--- src/hw/sttt_pkg.sv ---
package sttt_pkg;
	// channel counts and widths
	localparam int STTT_PTT_CHANNELS = 5;
	localparam int STTT_PTT_SYS_CHANNELS = 4;
	localparam int STTT_PTT_XTAL_CHAN = 4;
	localparam int STTT_CNT_W = 32;
	localparam int STTT_PRESCALE_W = 8;
	localparam int STTT_TMT_CHANNELS = 4;

	// reset values
	localparam logic [31:0] STTT_CNT_RESET = 32'h0000_0000;
	localparam logic [7:0] STTT_PRESCALE_RESET = 8'h00;

	// power state of the surrounding system, gray coded along run, stop, wake
	typedef enum logic [1:0] {
		STTT_PWR_RUN = 2'b00,
		STTT_PWR_STOP = 2'b01,
		STTT_PWR_WAKE = 2'b11
	} sttt_power_t;
endpackage : sttt_pkg

--- src/hw/sttt_down_chan.sv ---
module sttt_down_chan #(
	parameter int CNT_W = 32
) (
	input wire logic clk,
	input wire logic rstn,
	input wire logic enable,
	input wire logic tick,
	input wire logic [CNT_W-1:0] load_value,
	output logic [CNT_W-1:0] count,
	output logic zero_pulse
);
	import sttt_pkg::*;

	logic [CNT_W-1:0] count_reg;
	logic zero_reg;
	logic live_reg;

	// first enabled edge only loads, so a zero left by reset never counts as expiry
	always_ff @(posedge clk or negedge rstn) begin
		if (!rstn) begin
			live_reg <= 1'b0;
		end else begin
			live_reg <= enable;
		end
	end

	// auto reloading counter
	always_ff @(posedge clk or negedge rstn) begin
		if (!rstn) begin
			count_reg <= STTT_CNT_RESET[CNT_W-1:0];
		end else if (!enable) begin
			// disabled channel waits preloaded, so first period is full length
			count_reg <= load_value;
		end else if (!live_reg) begin
			count_reg <= load_value;
		end else if (tick) begin
			// reload at zero
			if (count_reg == '0) begin
				count_reg <= load_value;
			end else begin
				count_reg <= count_reg - 1'b1;
			end
		end
	end

	// zero reached event
	always_ff @(posedge clk or negedge rstn) begin
		if (!rstn) begin
			zero_reg <= 1'b0;
		end else begin
			zero_reg <= enable && live_reg && tick && (count_reg == '0);
		end
	end

	assign count = count_reg;
	assign zero_pulse = zero_reg;
endmodule : sttt_down_chan

--- src/hw/sttt_top.sv ---
// Behaviour
// five tick timer channels, each independent with own counter and requests
// each tick channel has a 32-bit down counter that reloads automatically
// four channels count on system clock, one on crystal clock ticks
// crystal channel keeps counting in stop mode and requests clock restart
// at zero a channel optionally raises interrupt or converter trigger
// tick timer has no external pins, only on-chip request outputs
// task monitor has one 32-bit up counter behind an 8-bit prescaler
// task monitor has four 32-bit compare values against the shared counter
// each compare channel drives its own interrupt when counter reaches value
// task monitor counter can be halted in debug mode by configuration
// at zero a tick channel reloads its start value and keeps counting
module sttt_top #(
	parameter int CNT_W = sttt_pkg::STTT_CNT_W,
	parameter int PS_W = sttt_pkg::STTT_PRESCALE_W
) (
	input wire logic clk,
	input wire logic rstn,
	input wire logic stop_mode,
	input wire logic xtal_tick,
	input wire logic [sttt_pkg::STTT_PTT_CHANNELS-1:0] ptt_enable,
	input wire logic [sttt_pkg::STTT_PTT_CHANNELS*CNT_W-1:0] ptt_load_value,
	input wire logic [sttt_pkg::STTT_PTT_CHANNELS-1:0] ptt_irq_enable,
	input wire logic [sttt_pkg::STTT_PTT_CHANNELS-1:0] ptt_trig_enable,
	input wire logic [sttt_pkg::STTT_PTT_CHANNELS-1:0] ptt_irq_ack,
	output logic [sttt_pkg::STTT_PTT_CHANNELS*CNT_W-1:0] ptt_count,
	output logic [sttt_pkg::STTT_PTT_CHANNELS-1:0] ptt_irq,
	output logic [sttt_pkg::STTT_PTT_CHANNELS-1:0] ptt_trig,
	output logic wakeup_req,
	input wire logic tmt_enable,
	input wire logic [PS_W-1:0] tmt_prescale,
	input wire logic debug_mode,
	input wire logic tmt_debug_freeze,
	input wire logic [sttt_pkg::STTT_TMT_CHANNELS-1:0] tmt_cmp_enable,
	input wire logic [sttt_pkg::STTT_TMT_CHANNELS*CNT_W-1:0] tmt_cmp_value,
	input wire logic [sttt_pkg::STTT_TMT_CHANNELS-1:0] tmt_irq_ack,
	output logic [CNT_W-1:0] tmt_count,
	output logic [sttt_pkg::STTT_TMT_CHANNELS-1:0] tmt_irq
);
	import sttt_pkg::*;

	localparam int NP = STTT_PTT_CHANNELS;
	localparam int NT = STTT_TMT_CHANNELS;

	logic [NP-1:0] chan_tick;
	logic [NP-1:0] chan_zero;
	logic [NP-1:0] ptt_irq_reg;
	logic [NP-1:0] ptt_trig_reg;
	sttt_power_t pwr_reg;
	sttt_power_t pwr_next;
	logic wakeup_reg;

	// ---------------- periodic tick timer ----------------

	// clock source per channel
	// crystal channel ignores stop
	always_comb begin
		chan_tick = '0;
		for (int i = 0; i < NP; i++) begin
			if (i == STTT_PTT_XTAL_CHAN) begin
				chan_tick[i] = xtal_tick;
			end else begin
				// system clock is gated off in stop, so these channels freeze
				chan_tick[i] = !stop_mode;
			end
		end
	end

	// five independent channels
	genvar g;
	generate
		for (g = 0; g < NP; g++) begin : g_ptt
			sttt_down_chan #(
				.CNT_W(CNT_W)
			) u_chan (
				.clk(clk),
				.rstn(rstn),
				.enable(ptt_enable[g]),
				.tick(chan_tick[g]),
				.load_value(ptt_load_value[g*CNT_W +: CNT_W]),
				.count(ptt_count[g*CNT_W +: CNT_W]),
				.zero_pulse(chan_zero[g])
			);
		end
	endgenerate

	// optional interrupt, set wins over ack
	always_ff @(posedge clk or negedge rstn) begin
		if (!rstn) begin
			ptt_irq_reg <= '0;
		end else begin
			ptt_irq_reg <= (ptt_irq_reg & ~ptt_irq_ack) | (chan_zero & ptt_irq_enable);
		end
	end

	// optional converter trigger
	always_ff @(posedge clk or negedge rstn) begin
		if (!rstn) begin
			ptt_trig_reg <= '0;
		end else begin
			ptt_trig_reg <= chan_zero & ptt_trig_enable;
		end
	end

	// on-chip request outputs only
	assign ptt_irq = ptt_irq_reg;
	assign ptt_trig = ptt_trig_reg;

	// ---------------- stop mode wake-up ----------------

	always_comb begin
		pwr_next = pwr_reg;
		case (pwr_reg)
			STTT_PWR_RUN: begin
				if (stop_mode) begin
					pwr_next = STTT_PWR_STOP;
				end
			end
			STTT_PWR_STOP: begin
				// time-out restarts clock
				if (!stop_mode) begin
					pwr_next = STTT_PWR_RUN;
				end else if (chan_zero[STTT_PTT_XTAL_CHAN]) begin
					pwr_next = STTT_PWR_WAKE;
				end
			end
			STTT_PWR_WAKE: begin
				// request held until the system has left stop
				if (!stop_mode) begin
					pwr_next = STTT_PWR_RUN;
				end
			end
			default: begin
				pwr_next = STTT_PWR_RUN;
			end
		endcase
	end

	always_ff @(posedge clk or negedge rstn) begin
		if (!rstn) begin
			pwr_reg <= STTT_PWR_RUN;
		end else begin
			pwr_reg <= pwr_next;
		end
	end

	always_ff @(posedge clk or negedge rstn) begin
		if (!rstn) begin
			wakeup_reg <= 1'b0;
		end else begin
			wakeup_reg <= (pwr_next == STTT_PWR_WAKE);
		end
	end

	assign wakeup_req = wakeup_reg;

	// ---------------- task monitor timer ----------------

	logic [PS_W-1:0] ps_reg;
	logic tmt_run;
	logic tmt_step;
	logic [CNT_W-1:0] tmt_cnt_reg;
	logic [CNT_W-1:0] tmt_cnt_next;
	logic [NT-1:0] tmt_hit;
	logic [NT-1:0] tmt_irq_reg;

	// debug halt
	assign tmt_run = tmt_enable && !(debug_mode && tmt_debug_freeze);

	// prescaler divides by value plus one
	always_ff @(posedge clk or negedge rstn) begin
		if (!rstn) begin
			ps_reg <= STTT_PRESCALE_RESET[PS_W-1:0];
		end else if (!tmt_enable) begin
			ps_reg <= '0;
		end else if (tmt_run) begin
			if (ps_reg >= tmt_prescale) begin
				ps_reg <= '0;
			end else begin
				ps_reg <= ps_reg + 1'b1;
			end
		end
	end

	assign tmt_step = tmt_run && (ps_reg >= tmt_prescale);
	assign tmt_cnt_next = tmt_cnt_reg + 1'b1;

	// up counter, wraps freely
	always_ff @(posedge clk or negedge rstn) begin
		if (!rstn) begin
			tmt_cnt_reg <= STTT_CNT_RESET[CNT_W-1:0];
		end else if (tmt_step) begin
			tmt_cnt_reg <= tmt_cnt_next;
		end
	end

	assign tmt_count = tmt_cnt_reg;

	// compare per channel
	generate
		for (g = 0; g < NT; g++) begin : g_tmt
			// equality on the step avoids repeat hits while the count stands still
			assign tmt_hit[g] = tmt_step && tmt_cmp_enable[g]
				&& (tmt_cnt_next == tmt_cmp_value[g*CNT_W +: CNT_W]);
		end
	endgenerate

	// own interrupt per channel
	always_ff @(posedge clk or negedge rstn) begin
		if (!rstn) begin
			tmt_irq_reg <= '0;
		end else begin
			tmt_irq_reg <= (tmt_irq_reg & ~tmt_irq_ack) | tmt_hit;
		end
	end

	assign tmt_irq = tmt_irq_reg;
endmodule : sttt_top

--- config.mk ---
export PLATFORM = sky130hd
export DESIGN_NAME = sttt_top
export DESIGN_NICKNAME = d
export VERILOG_FILES = /design/src/hw/sttt_pkg.sv /design/src/hw/sttt_down_chan.sv /design/src/hw/sttt_top.sv
export SDC_FILE = /design/constraint.sdc
export NUM_CORES = 1
export LEC_CHECK = 0
export BUFFER_PORTS_ARGS = -buffer_cell sky130_fd_sc_hd__buf_2
export CORE_AREA = 2 2 210 212
export DETAILED_ROUTE_END_ITERATION = 12
export DIE_AREA = 0 0 212 214
export PLACE_DENSITY = 0.76
export SYNTH_ARGS = -nofsm -noshare
export SYNTH_HDL_FRONTEND = slang
export SYNTH_HIERARCHICAL = 1
export SYNTH_SLANG_ARGS = --single-unit
--- constraint.sdc ---
create_clock -name clk -period 3.18 [get_ports clk]
set_input_delay 0.477 -clock clk [delete_from_list [all_inputs] [get_ports clk]]
set_output_delay 0.477 -clock clk [all_outputs]
set_load 0.01 [all_outputs]
==> impl.org, run 1 <==
** Status
- Result of the run :: finished clean

** Yosys
- In the synthesized netlist, the cells that appear most often are sky130_fd_sc_hd__dfrtp_1, sky130_fd_sc_hd__nand2_1, sky130_fd_sc_hd__nor2_1.
- Count of unique library cells instantiated by Yosys :: about 90
- Flip-flop cell with the highest count after synthesis :: sky130_fd_sc_hd__dfrtp_1
- Synthesized flop and latch total :: approximately 230
- Synthesized net count :: 2,567
- Synthesis handed over a netlist of approximately 2,200 instances.
- Top post-synthesis cells by area :: sky130_fd_sc_hd__dfrtp_1, sky130_fd_sc_hd__xnor2_1, sky130_fd_sc_hd__nand2_1
- Counting flops with an async set or reset pin after synthesis yields a share of 1.00.
- Most common cell in the synthesized netlist :: sky130_fd_sc_hd__dfrtp_1
- Of all cell types, the one taking the most synthesized area is sky130_fd_sc_hd__dfrtp_1.
- Average cell area after synthesis :: slightly above 8 um2
- Of the synthesized area, sequential elements account for 0.313.
- Number of warnings issued by yosys :: 6
- The synthesized design contains 0 enable-type register cells.
- The synthesized netlist occupies a cell area of between 15,000 and 20,000 um2.
- Of the post-synthesis cell area, the dominant cell type holds 0.313.

** Global routing
- The first global-routing pass estimated between 100,000 and 150,000 um of wire.
- The number of antenna violations at the first check in global routing came to 25.
- Pin count of the biggest net entering global routing :: between 70 and 80
- GRT Resource Usage Total :: 0.350
- The via count of the first global-routing pass was roughly 20,000.
- Total grt overflow :: 0

** Power
- Power density normalized to cell area :: around 390 nW/um2
- The analysis attributes to cell leakage a power of 9.56 nW.
- IR analysis of the VDD net gives a maximum drop of around 0.34 mV.

** Routing
- Remaining DRCs :: 0
- The routed design has between 80,000 and 90,000 um of wire.
- The final route contains 21,100 vias.
- Starting DRC count in detailed routing :: 2,364
- The first TritonRoute pass finished after 5 iterations.
- Residual antenna-violating net count after detailed routing :: 0
- Via-to-Cell Ratio :: between 6 and 7
- Post-detailed-route wirelength per cell :: 24.0 um

** Floorplanning
- In this run the vertical extent of the chip is around 210 um.
- Die Span X :: 212 um
- Die area :: 45,400 um2
- FP Rows :: 76
- For this configuration, the core starts out at a cell density of 0.423.
- In this run the count of I/O pins placed on the die edge is about 540.
- In this run the standard cell core region covers between 40,000 and 50,000 um2.

** Clock tree
- The clock reaches the later pin of the worst-skew pair after 0.60 ns.
- Buffer cell driving the clock tree root :: sky130_fd_sc_hd__clkbuf_16
- Clock-pin slew was measured on the worst setup and hold paths at ~0.070 ns.
- For this design, the sink count on the clock tree is roughly 230.
- In this run the number of H-tree levels came out at 1.
- After clock tree synthesis, the setup repair step added 0 buffers.
- In this run, CTS created clock tree buffers numbering 29.
- The longest clock path from root to sink contains 3 buffers.
- Clock tree from TritonCTS :: done

** Placement
- The HPWL after detailed placement is 64,000 um.
- Area after detailed placement :: ~22,000 um2
- Placer congestion estimate :: about 1.0
- Buffers placed on the I/O ports in this run total around 540.

** Worst setup path
- Top cell by count, worst path :: sky130_fd_sc_hd__buf_4
- In this run the critical register-to-register path is captured at tmt_irq[2].
- The critical path starts at tmt_count[0].
- The worst setup path is launched from a register.
- Type of element capturing the critical path :: register
- Required time of the worst setup path :: 3.72 ns
- Count of cells along the worst register-to-register path :: 11
- Launching point of the worst reg2reg path :: tmt_count[0]
- The setup check on the worst reg-to-reg path leaves a slack of 0.12 ns.
- Peak per-stage delay on the critical path :: between 0.5 and 0.6 ns
- Kind of critical path :: register to register
- In this run the worst setup path terminates at tmt_irq[2].
- List of cells traversed by the critical path :: buf_4, nand4_4, or3_1, nor3_4, buf_4, nor3_1, a211oi_1, nand4_1, a2111oi_0, buf_4, a31o_2
- The slowest stage of the critical path is the sky130_fd_sc_hd__or3_1 cell.
- Data on the critical path arrives at its endpoint at between 3 and 4 ns.
- Crit Path Max Fanout :: 9

** STA
- After layout, the minimum clock period comes to 3.06 ns.
- Upper clock frequency limit :: ~0.33 GHz
- Unrepaired setup endpoints after global routing :: no
- Measured against its own limit, the worst slew margin works out to 0.398.
- Final Max Slew Viols :: 0
- The hold violation total from the final report was 0.
- Of the available clock period, the critical path in the final layout requires 0.961.
- Setup violations remaining at the end of the flow were counted as 0.
- For the final database, setup skew stands at roughly 0.015 ns.
- Worst-Margin Slew :: 0.899 ns
- Summed over all failing endpoints, the final setup total negative slack is 0 ns.

** Finish
- Relative to the synthesized area, the layout overhead comes to 27.5%.
- The final layout contains ~3,100 nets.
- Fill cells in the final layout number just over 4,000.
- Once layout is done, the placed cells without fillers occupy 23,100 um2.
- Ratio of cells with drive above 1 in the final layout :: 0.294
- The register with the most flip-flops in the layout has 160 of them.

** Worst hold path
- Min-Delay Path Class :: input port to register

** Job
- The tool flagged a number of max-cap violations equal to 0.
-- what timing repair did --
| item | in CTS | in global routing |
|---|---|---|
| hold buffers | 3 | 0 |
| resized for setup | 4 | 11 |
| endpoints found under the hold margin | 72 | 0 |
| pin swaps | 0 | 2 |
| endpoints found under the setup margin | 2 | 8 |
-- worst max-delay path: cells and delay by family, from the launching register on --
| family | cells | cell delay, ns |
|---|---|---|
| and+or+nand+nor | 5 | 1.26 |
| buffers and inverters | 3 | 0.61 |
| AOI/OAI and AO/OA | 3 | 0.78 |
| DFF | 1 | 0.35 |
-- final cells by class --
| class | count | area [um2] | area share |
|---|---|---|---|
| antenna | 17 | 42.5 | 0.00184 |
| clock inverter | 12 | 161 | 0.00698 |
| sequential | 227 | 5680 | 0.246 |
| multi-input combinational | 1793 | 11600 | 0.503 |
| clock buffer | 42 | 885 | 0.0382 |
| tap | 585 | 732 | 0.0316 |
| inverter | 56 | 213 | 0.00920 |
| timing repair buffer | 674 | 3780 | 0.164 |
-- power by group --
part | internal [mW] | switching [mW]
logic | 0.792 | 1.13
registers | 3.10 | 0.392
clock network | 2.18 | 1.44
-- per-stage QoR --
step / setup WS, ns / instances / util / hold slack, ns / power, mW
4_1_cts: 0.0283 / 3389 / 0.537 / 0.000894 / 9.03
3_5_place_dp: -0.358 / 3332 / 0.512 / 0.445 / 5.40
2_1_floorplan: 0.0854 / 2216 / - / 0.181 / 4.42
6_report: 0.124 / 3406 / 0.539 / 0.0170 / 9.02
3_3_place_gp: -0.497 / 3332 / 0.512 / 0.434 / 5.37
5_1_grt: 0.00459 / 3402 / 0.539 / 0.0106 / 9.38
-- worst min-delay path by stage --
stage,start,to,slack [ns],cells after the start
floorplan,rstn,g_ptt[0].u_chan/count[0],0.18,0
global placement,pwr_reg[1],pwr_reg[0],0.43,1
detailed placement,pwr_reg[1],pwr_reg[0],0.44,1
CTS,ptt_enable[0],g_ptt[0].u_chan/live_reg,0.0009,1
global route,ptt_enable[0],g_ptt[0].u_chan/live_reg,0.01,1
finish,ptt_enable[0],g_ptt[0].u_chan/live_reg,0.02,1
-- cells in the final DEF, fill, tap and decap left out, types with 40 or more instances in the layout --
| cell type | synthesis | final |
|---|---|---|
| sky130_fd_sc_hd__o211ai_1 | 59 | 59 |
| sky130_fd_sc_hd__nor4_1 | 59 | 56 |
| sky130_fd_sc_hd__xor2_1 | 62 | 62 |
| sky130_fd_sc_hd__buf_4 | 6 | 130 |
| sky130_fd_sc_hd__dfrtp_1 | 227 | 226 |
| sky130_fd_sc_hd__a21oi_1 | 87 | 87 |
| sky130_fd_sc_hd__nor2_1 | 190 | 190 |
| sky130_fd_sc_hd__buf_2 | 36 | 536 |
| sky130_fd_sc_hd__or4_1 | 40 | 40 |
| sky130_fd_sc_hd__nor3_1 | 88 | 87 |
| sky130_fd_sc_hd__or3_1 | 58 | 58 |
| sky130_fd_sc_hd__xnor2_1 | 126 | 125 |
| sky130_fd_sc_hd__nand4_1 | 68 | 68 |
| sky130_fd_sc_hd__nand3_1 | 121 | 119 |
| sky130_fd_sc_hd__nand2_1 | 195 | 195 |
| sky130_fd_sc_hd__inv_1 | 53 | 52 |
| sky130_fd_sc_hd__o21ai_0 | 131 | 130 |
-- kinds of logic (layout without fill, tap and decap cells) --
logic type                 after synthesis  after routing  synth area share
AOI/OAI and AO/OA                      551            551             0.211
adders and majority gates               20             20            0.0138
buffers and inverters                  196            784            0.0490
xor gates and xnor gates               188            188            0.0908
DFF                                    227            227             0.313
muxes                                    7              7           0.00393
other                                    0             17                 0
and+or+nand+nor                       1027           1027             0.318
-- per-layer routing --
metal,GRT usage,part of all wire,vias up
met2,0.557,0.46,1186
met1,0.461,0.40,10200
li1,-,-,9496
met5,0,0.0013,-
met3,0.0639,0.089,227
met4,0.154,0.046,14
(Power assumes the default switching activity.)
==> inputs of run 2 (changes only) <==
--- a/config.mk
+++ b/config.mk
@@ -6,10 +6,11 @@
 export NUM_CORES = 1
 export LEC_CHECK = 0
 export BUFFER_PORTS_ARGS = -buffer_cell sky130_fd_sc_hd__buf_2
-export CORE_AREA = 2 2 210 212
+export CORE_AREA = 2 2 208 210
+export CTS_BUF_LIST = sky130_fd_sc_hd__clkbuf_4 sky130_fd_sc_hd__clkbuf_8
 export DETAILED_ROUTE_END_ITERATION = 12
-export DIE_AREA = 0 0 212 214
-export PLACE_DENSITY = 0.76
+export DIE_AREA = 0 0 210 212
+export PLACE_DENSITY = 0.74
 export SYNTH_ARGS = -nofsm -noshare
 export SYNTH_HDL_FRONTEND = slang
 export SYNTH_HIERARCHICAL = 1
==> constraint.sdc (replaced) <==
create_clock -name clk -period 3.1 [get_ports clk]
set_input_delay 0.465 -clock clk [delete_from_list [all_inputs] [get_ports clk]]
set_output_delay 0.465 -clock clk [all_outputs]
set_load 0.01 [all_outputs]
==> impl.org, run 2 (synthesis results as in run 1) <==
** Job
- Across the run, the number of max-cap violations was 0.

** Worst setup path
- In this run the worst setup path begins at tmt_count[0].
- Worst reg2reg setup slack :: approximately 0.053 ns
- The startpoint identified for the worst register-to-register timing path is tmt_count[0].
- In this run the worst path has a maximum fanout of 5.
- Counting cells, the worst reg-to-reg path comes to 12.
- Data on the critical path arrives at its endpoint at 3.57 ns.
- For the worst setup path, the data required time is roughly 3.6 ns.
- In this run the critical register-to-register path is captured at tmt_irq[1].
- Startpoint types :: register
- Kind of critical path :: register to register
- Type of element capturing the critical path :: register

** Routing
- Number of search-and-repair iterations in the first detailed-routing pass :: 6
- Remaining DRCs :: 0
- Once detail routing completed, the nets flagged for antenna violations numbered 0.
- After detailed routing, the average wire length per cell comes to around 24 um.
- Via-to-Cell Ratio :: around 6.3
- Starting DRC count in detailed routing :: approximately 2,200
- For this block, the routed nets add up to between 80,000 and 90,000 um of wire.
- Total vias in the final route :: around 22,000

** Global routing
- In the global route stage, overall resource usage came out at 0.358.
- Entering global routing, the biggest net connects 76 pins.
- The first global-routing pass estimated 123,000 um of wire.
- Total grt overflow :: 0
- Antenna violations before repair :: 22
- Vias in the first global route :: around 20,000

** Power
- Of the total power, the clock network draws 0.379.
- For this design the static power due to leakage is just under 10 nW.
- Of the total power, registers draw 0.400.
- P_int :: about 6 mW
- Power density normalized to cell area :: between 300 and 400 nW/um2
- IR Drop Worst-Case VDD :: about 0.36 mV
- Of the total power, the share spent switching nets is 0.338.
- Switching power :: about 3.0 mW
- Combinational group share of total power :: 0.221

** Floorplanning
- Area of the placeable core :: 42,500 um2
- For this configuration, the core starts out at a cell density of 0.427.
- The floorplan has between 70 and 80 rows.
- Die Span X :: about 210 um
- In this run the count of I/O pins placed on the die edge is ~540.
- The floorplan step defined a die boundary enclosing roughly 45,000 um2.
- The die is 212 um tall.

** Finish
- The library cells used most frequently in the layout, excluding fill and tap cells, are sky130_fd_sc_hd__buf_2, sky130_fd_sc_hd__dfrtp_1, sky130_fd_sc_hd__nand2_1.
- Fill cells in the final layout number roughly 4,100.
- Leaving out fill and tap cells, the most frequent cell in the layout is sky130_fd_sc_hd__buf_2.
- Synth-to-layout area growth :: 28.5%
- Ratio of cells with drive above 1 in the final layout :: 0.309
- Max FFs per register :: between 150 and 200
- Count of nets after finishing :: ~3,200

** STA
- Measured against its own limit, the worst slew margin works out to 0.312.
- For the pin with the worst max-slew slack, the measured transition is about 1.0 ns.
- Static timing analysis puts the maximum clock frequency at ~0.33 GHz.
- The clock arrives with between 0.04 and 0.05 ns of skew.
- Subtracting the final worst setup slack from the clock period gives approximately 3 ns.
- Worst setup slack after layout :: 0.0527 ns
- Final Max Slew Viols :: 0
- Setup repair after global routing could not meet its margin everywhere.
- The hold violation total from the final report is 0.
- Setup violations remaining at the end of the flow were counted as 0.
- Period Utilization, post-route :: 0.983
- Setup total negative slack on the finished layout was measured at 0 ns.

** Placement
- Detailed placement ended at an HPWL of 64,400 um.
- Before CTS, the worst setup slack after placement is -0.353 ns.
- Routability-driven placement finished with a final weighted congestion of between 1 and 1.5.
- Buffers placed on the I/O ports in this run total 537.

** Clock tree
- The clock reaches the later pin of the worst-skew pair after roughly 0.61 ns.
- Bufs on Longest Clock Path :: 3
- Number of levels in the clock H-tree :: 2
- Buffers inserted during clock tree synthesis total 45.
- Buffer cell driving the clock tree root :: sky130_fd_sc_hd__clkbuf_8
- After clock tree synthesis, the clock-pin slew on the worst setup and hold paths is around 0.060 ns.
- TritonCTS built the clock tree.
- Clock tree synthesis found a total of around 230 sinks.

** Worst hold path
- Min-Delay Path Class :: input port to register
- Min-delay src :: ptt_load_value[41]
- Along the worst hold path, the cell count comes to 3.
- The worst hold path terminates at g_ptt[1].u_chan/count[9].

** Status
- The flow ran to the end, and the final reports show no timing, DRC or antenna violations.
-- run 2: worst max-delay path by stage --
stage | end | cells past startpoint
after floorplan | tmt_irq[2] | 10
after global placement | tmt_irq[1] | 12
after detailed placement | tmt_irq[1] | 12
after CTS | tmt_irq[3] | 10
after global routing | tmt_irq[3] | 11
final | tmt_irq[1] | 12
-- run 2: final cells by class --
type                    instances  area [um2]  area share
multi-input cells            1793       11800       0.505
repair buffers                690        3920       0.168
diodes                         16        40.0     0.00172
flip-flops and latches        227        5690       0.244
inverters                      56         213     0.00912
well taps                     546         683      0.0293
clock inverters                 7        40.0     0.00172
clock buffers                  75         951      0.0408
-- run 2: through the flow --
stage	hold slack (ns)	power, mW	util	std cells	cell area (um2)
3_5_place_dp	0.403	5.54	0.517	3300	22000
5_1_grt	0.0211	9.32	0.548	3404	23300
6_report	0.0578	8.95	0.548	3410	23300
3_3_place_gp	0.400	5.50	0.517	3300	22000
4_1_cts	0.000873	8.96	0.543	3393	23100
2_1_floorplan	0.169	4.54	-	2216	18100
-- run 2: power groups by stage --
stage,registers (mW),logic (mW),clock network (mW)
4_1_cts,3.56,1.95,3.46
2_1_floorplan,3.58,0.954,0
5_1_grt,3.61,2.14,3.57
3_3_place_gp,3.60,1.90,0
6_report,3.58,1.98,3.39
3_5_place_dp,3.61,1.93,0
-- run 2: critical path: stages, from the launching register on --
cell and delay, ns:
sky130_fd_sc_hd__dfrtp_1 0.36, sky130_fd_sc_hd__ha_2 0.21, sky130_fd_sc_hd__nand3_4 0.12, sky130_fd_sc_hd__buf_4 0.18, sky130_fd_sc_hd__nor4_4 0.32, sky130_fd_sc_hd__buf_4 0.19
sky130_fd_sc_hd__nand3_2 0.14, sky130_fd_sc_hd__buf_4 0.19, sky130_fd_sc_hd__xnor2_1 0.12, sky130_fd_sc_hd__o22ai_1 0.08, sky130_fd_sc_hd__or3_1 0.43, sky130_fd_sc_hd__nor4_4 0.38
sky130_fd_sc_hd__a32o_1 0.23
-- run 2: metal layers --
layer	global-route usage	routed length [um]
met1	0.468	33000
met2	0.574	38400
met3	0.0690	7620
met4	0.169	4120
met5	0	153
-- run 2: timing repair --
action / 4_1_cts / 5_1_grt
endpoints found under the setup margin: 4 / 4
gates resized for setup: 7 / 36
hold buffers: 11 / 0
pin swaps: 2 / 4
endpoints found under the hold margin: 55 / 0
setup buffers: 0 / 1
==> inputs of run 3 (changes only) <==
--- a/config.mk
+++ b/config.mk
@@ -6,10 +6,12 @@
 export NUM_CORES = 1
 export LEC_CHECK = 0
 export BUFFER_PORTS_ARGS = -buffer_cell sky130_fd_sc_hd__buf_2
+export CAP_MARGIN = 5
 export CORE_AREA = 2 2 208 210
 export CTS_BUF_LIST = sky130_fd_sc_hd__clkbuf_4 sky130_fd_sc_hd__clkbuf_8
 export DETAILED_ROUTE_END_ITERATION = 12
 export DIE_AREA = 0 0 210 212
+export MAX_ROUTING_LAYER = met4
 export PLACE_DENSITY = 0.74
 export SYNTH_ARGS = -nofsm -noshare
 export SYNTH_HDL_FRONTEND = slang
==> impl.org, run 3 (synthesis results as in run 1) <==
** Status
- The run finished with clean final reports.

** STA
- Unrepaired setup endpoints after global routing :: yes
- Upper clock frequency limit :: 0.339 GHz
- In the finished design, the share of the clock period the worst path needs comes to 0.951.
- Adding up every negative setup slack in the final design gives 0 ns.
- Setup violations remaining at the end of the flow were counted as 0.
- The max-slew violation total from the final report was 0.
- Measured against its own limit, the worst slew margin works out to 0.358.
- Clock skew on the completed layout was measured at 0.0424 ns.
- Fin. Hold Viols :: 0
- For the pin with the worst max-slew slack, the measured transition is 0.959 ns.
- Final Critical Period :: slightly below 3 ns
- Hold Worst Slack :: 0.0488 ns

** Worst hold path
- In this run the worst hold path is classified as input port to register.
- Number of cells on the worst hold path :: 2

** Routing
- Starting DRC count in detailed routing :: 2,264
- Total vias in the final route :: approximately 21,000
- Dividing the detail-routed via count by the number of cells gives 6.21.
- Top metal layer carrying routed signals :: met4
- Before antenna repair, the detailed router went through 6 iterations.
- After detailed routing, the met2 layer carries 39,400 um of wire.
- In the routed design, unresolved DRC markers number 0.
- Wire length on met1 :: ~34,000 um
- Post-detailed-route wirelength per cell :: 24.4 um
- The count of nets left with antenna violations once routing finished came out at 0.
- Total length of routed met3 wires :: 7290 um
- Summed over all layers, the routed wires come to roughly 84,000 um.

** Global routing
- The first global-routing pass estimated approximately 120,000 um of wire.
- Pin count of the biggest net entering global routing :: 79
- GRT Resource Usage Total :: 0.373
- Antenna violations before repair :: 19
- Total grt overflow :: 0
- Vias in the first global route :: around 20,000

** Worst setup path
- The critical path in this run is classified as register to register.
- Along the worst path, the maximum fanout reaches 4.
- Worst reg2reg setup slack :: 0.15 ns
- Timing endpoint of the critical path :: tmt_irq[2]
- Counting buffers and inverters, the worst setup path is 11 cells deep.
- The worst setup path is captured at a register.
- The kind of cell with the highest combined delay along the critical path is simple AND/OR/NAND/NOR gates.
- The slowest stage of the critical path belongs to the cell sky130_fd_sc_hd__or4_1.
- The most critical setup path has its startpoint at tmt_count[1].
- Startpoint types :: register
- Traced cell by cell, the critical path runs through ha_1, buf_4, and3_1, nand3_1, buf_4, xnor2_1, a221o_1, or4_1, a2111oi_4, buf_4, a31o_2.
- In this run the critical register-to-register path is captured at tmt_irq[2].
- Peak per-stage delay on the critical path :: 0.47 ns
- In this run the critical register-to-register path is launched from tmt_count[1].
- Crit path arrival time :: 3.48 ns
- The most numerous cell type found on the critical path is sky130_fd_sc_hd__buf_4.
- Required time of the worst setup path :: between 3 and 4 ns
- Count of cells along the worst register-to-register path :: 11
- Counting both buffers and inverters, the worst setup path holds a total of 3.

** Clock tree
- Clock tree synthesis inserted a total of 45 buffers.
- TritonCTS built the clock tree.
- After clock tree synthesis, the clock-pin slew on the worst setup and hold paths is ~0.05 ns.
- The tree built by TritonCTS fans out to 227 sinks.
- Post-CTS timing repair inserted 0 buffers for setup.
- Clock latency on the worst-skew pair, taken at its later pin, is between 0.6 and 0.7 ns.
- The H-tree was split into 2 levels.
- Bufs on Longest Clock Path :: 3
- Buffer cell driving the clock tree root :: sky130_fd_sc_hd__clkbuf_8

** Power
- Of the total power, the share spent switching nets is 0.341.
- Combinational group share of total power :: 0.220
- Switching power :: just over 3 mW
- Power spread over the standard cell area amounts to between 300 and 400 nW/um2.
- Internal power comes to 5.97 mW.
- LEAKAGE :: slightly below 10 nW
- The share of total power dissipated in the clock network is 0.385.
- IR Drop Worst-Case VDD :: approximately 0.3 mV
- Sequential share of power :: 0.395

** Floorplanning
- Number of top-level design ports :: 538
- Die Span X :: between 200 and 250 um
- The die covers around 45,000 um2.
- For this configuration, the core starts out at a cell density of 0.427.
- In this run the vertical extent of the chip is around 210 um.
- Area of the placeable core :: 42,500 um2
- FP Rows :: 76

** Finish
- The top cell types in the final layout, fill and taps aside, are sky130_fd_sc_hd__buf_2, sky130_fd_sc_hd__dfrtp_1, sky130_fd_sc_hd__nand2_1.
- In the final design database the tool counted approximately 3,200 nets.
- Most common library cell in the layout ignoring fill and taps :: sky130_fd_sc_hd__buf_2
- The register with the most flip-flops in the layout has 160 of them.
- Synth-to-layout area growth :: 28.4%
- In the final layout, the share of cells above drive strength 1 is 0.305.
- Once layout is complete, the utilization of the core stands at 0.548.

** Placement
- The count of buffers added on input and output ports is about 540.
- Once detailed placement completed, the half-perimeter wirelength came to around 65,000 um.
- Routability-driven placement finished with a final weighted congestion of around 1.

** Job
- The tool flagged a number of max-cap violations equal to 0.
[run 3: cell count changes in the layout (fill, tap and decap cells not counted), moves of 3 or more]
| cell | delta |
|---|---|
| sky130_fd_sc_hd__diode_2 | +6 |
| sky130_fd_sc_hd__nand3_2 | -3 |
| sky130_fd_sc_hd__buf_4 | +4 |
| sky130_fd_sc_hd__nor4_2 | +3 |
| sky130_fd_sc_hd__nand3_1 | +4 |
| sky130_fd_sc_hd__clkbuf_4 | -5 |
| sky130_fd_sc_hd__clkbuf_8 | -7 |
| sky130_fd_sc_hd__clkinv_2 | +6 |
| sky130_fd_sc_hd__a2111oi_2 | -3 |
| sky130_fd_sc_hd__bufinv_16 | +3 |
| sky130_fd_sc_hd__dlygate4sd3_1 | +5 |
[run 3: final cells by class]
| class | instances | area, um2 |
|---|---|---|
| fillers | 4109 | 19200 |
| clock buffers | 63 | 817 |
| flip-flops and latches | 227 | 5680 |
| clock inverters | 18 | 178 |
| diodes | 22 | 55.1 |
| inverters | 56 | 213 |
| repair buffers | 699 | 4000 |
| well taps | 546 | 683 |
| multi-input cells | 1793 | 11700 |
[run 3: power groups by stage]
stage | registers, mW | logic [mW] | clock network, mW
after CTS | 3.56 | 1.97 | 3.55
after floorplan | 3.58 | 0.954 | 0
final | 3.58 | 1.99 | 3.49
after global placement | 3.60 | 1.92 | 0
after global routing | 3.61 | 2.15 | 3.67
after detailed placement | 3.61 | 1.94 | 0
[run 3: what timing repair did]
item                                   CTS  global route
resized for setup                        4            19
endpoints found under the hold margin   58             0
cloned                                   0             0
pin swaps                                0             2
setup endpoints to repair                2             5
hold buffers                            16             0
[run 3: stage by stage]
step | setup WS, ns | instance area [um2] | total power, mW | instances
final | 0.153 | 23300 | 9.06 | 3424
after global routing | -0.0263 | 23300 | 9.43 | 3421
after CTS | 0.0110 | 23200 | 9.08 | 3402
after detailed placement | -0.0726 | 22000 | 5.56 | 3305
after global placement | -0.0319 | 22000 | 5.52 | 3305
after floorplan | 0.00541 | 18100 | 4.54 | 2216
[run 3: worst min-delay path by stage]
| stage | start | to | slack [ns] |
|---|---|---|---|
| finish | ptt_irq_ack[2] | ptt_irq[2] | 0.05 |
| detailed placement | rstn | pwr_reg[0] | 0.42 |
| floorplan | rstn | g_ptt[0].u_chan/count[0] | 0.17 |
| CTS | ptt_trig_enable[1] | ptt_trig[1] | 0.0004 |
| global route | ptt_trig_enable[1] | ptt_trig[1] | 0.02 |
| global placement | rstn | ptt_trig[4] | 0.42 |
[run 3: metal layers]
metal,track usage,vias up
met5,-,-
met4,0.154,0
met3,0.0764,190
met2,0.594,1165
met1,0.463,10300
li1,-,9605
[run 3: worst register-to-register path: stages (launching register included)]
cell and delay (ns):
sky130_fd_sc_hd__dfrtp_1 0.36, sky130_fd_sc_hd__ha_1 0.20, sky130_fd_sc_hd__buf_4 0.14, sky130_fd_sc_hd__and3_1 0.21
sky130_fd_sc_hd__nand3_1 0.18, sky130_fd_sc_hd__buf_4 0.21, sky130_fd_sc_hd__xnor2_1 0.12, sky130_fd_sc_hd__a221o_1 0.33
sky130_fd_sc_hd__or4_1 0.47, sky130_fd_sc_hd__a2111oi_4 0.37, sky130_fd_sc_hd__buf_4 0.17, sky130_fd_sc_hd__a31o_2 0.13
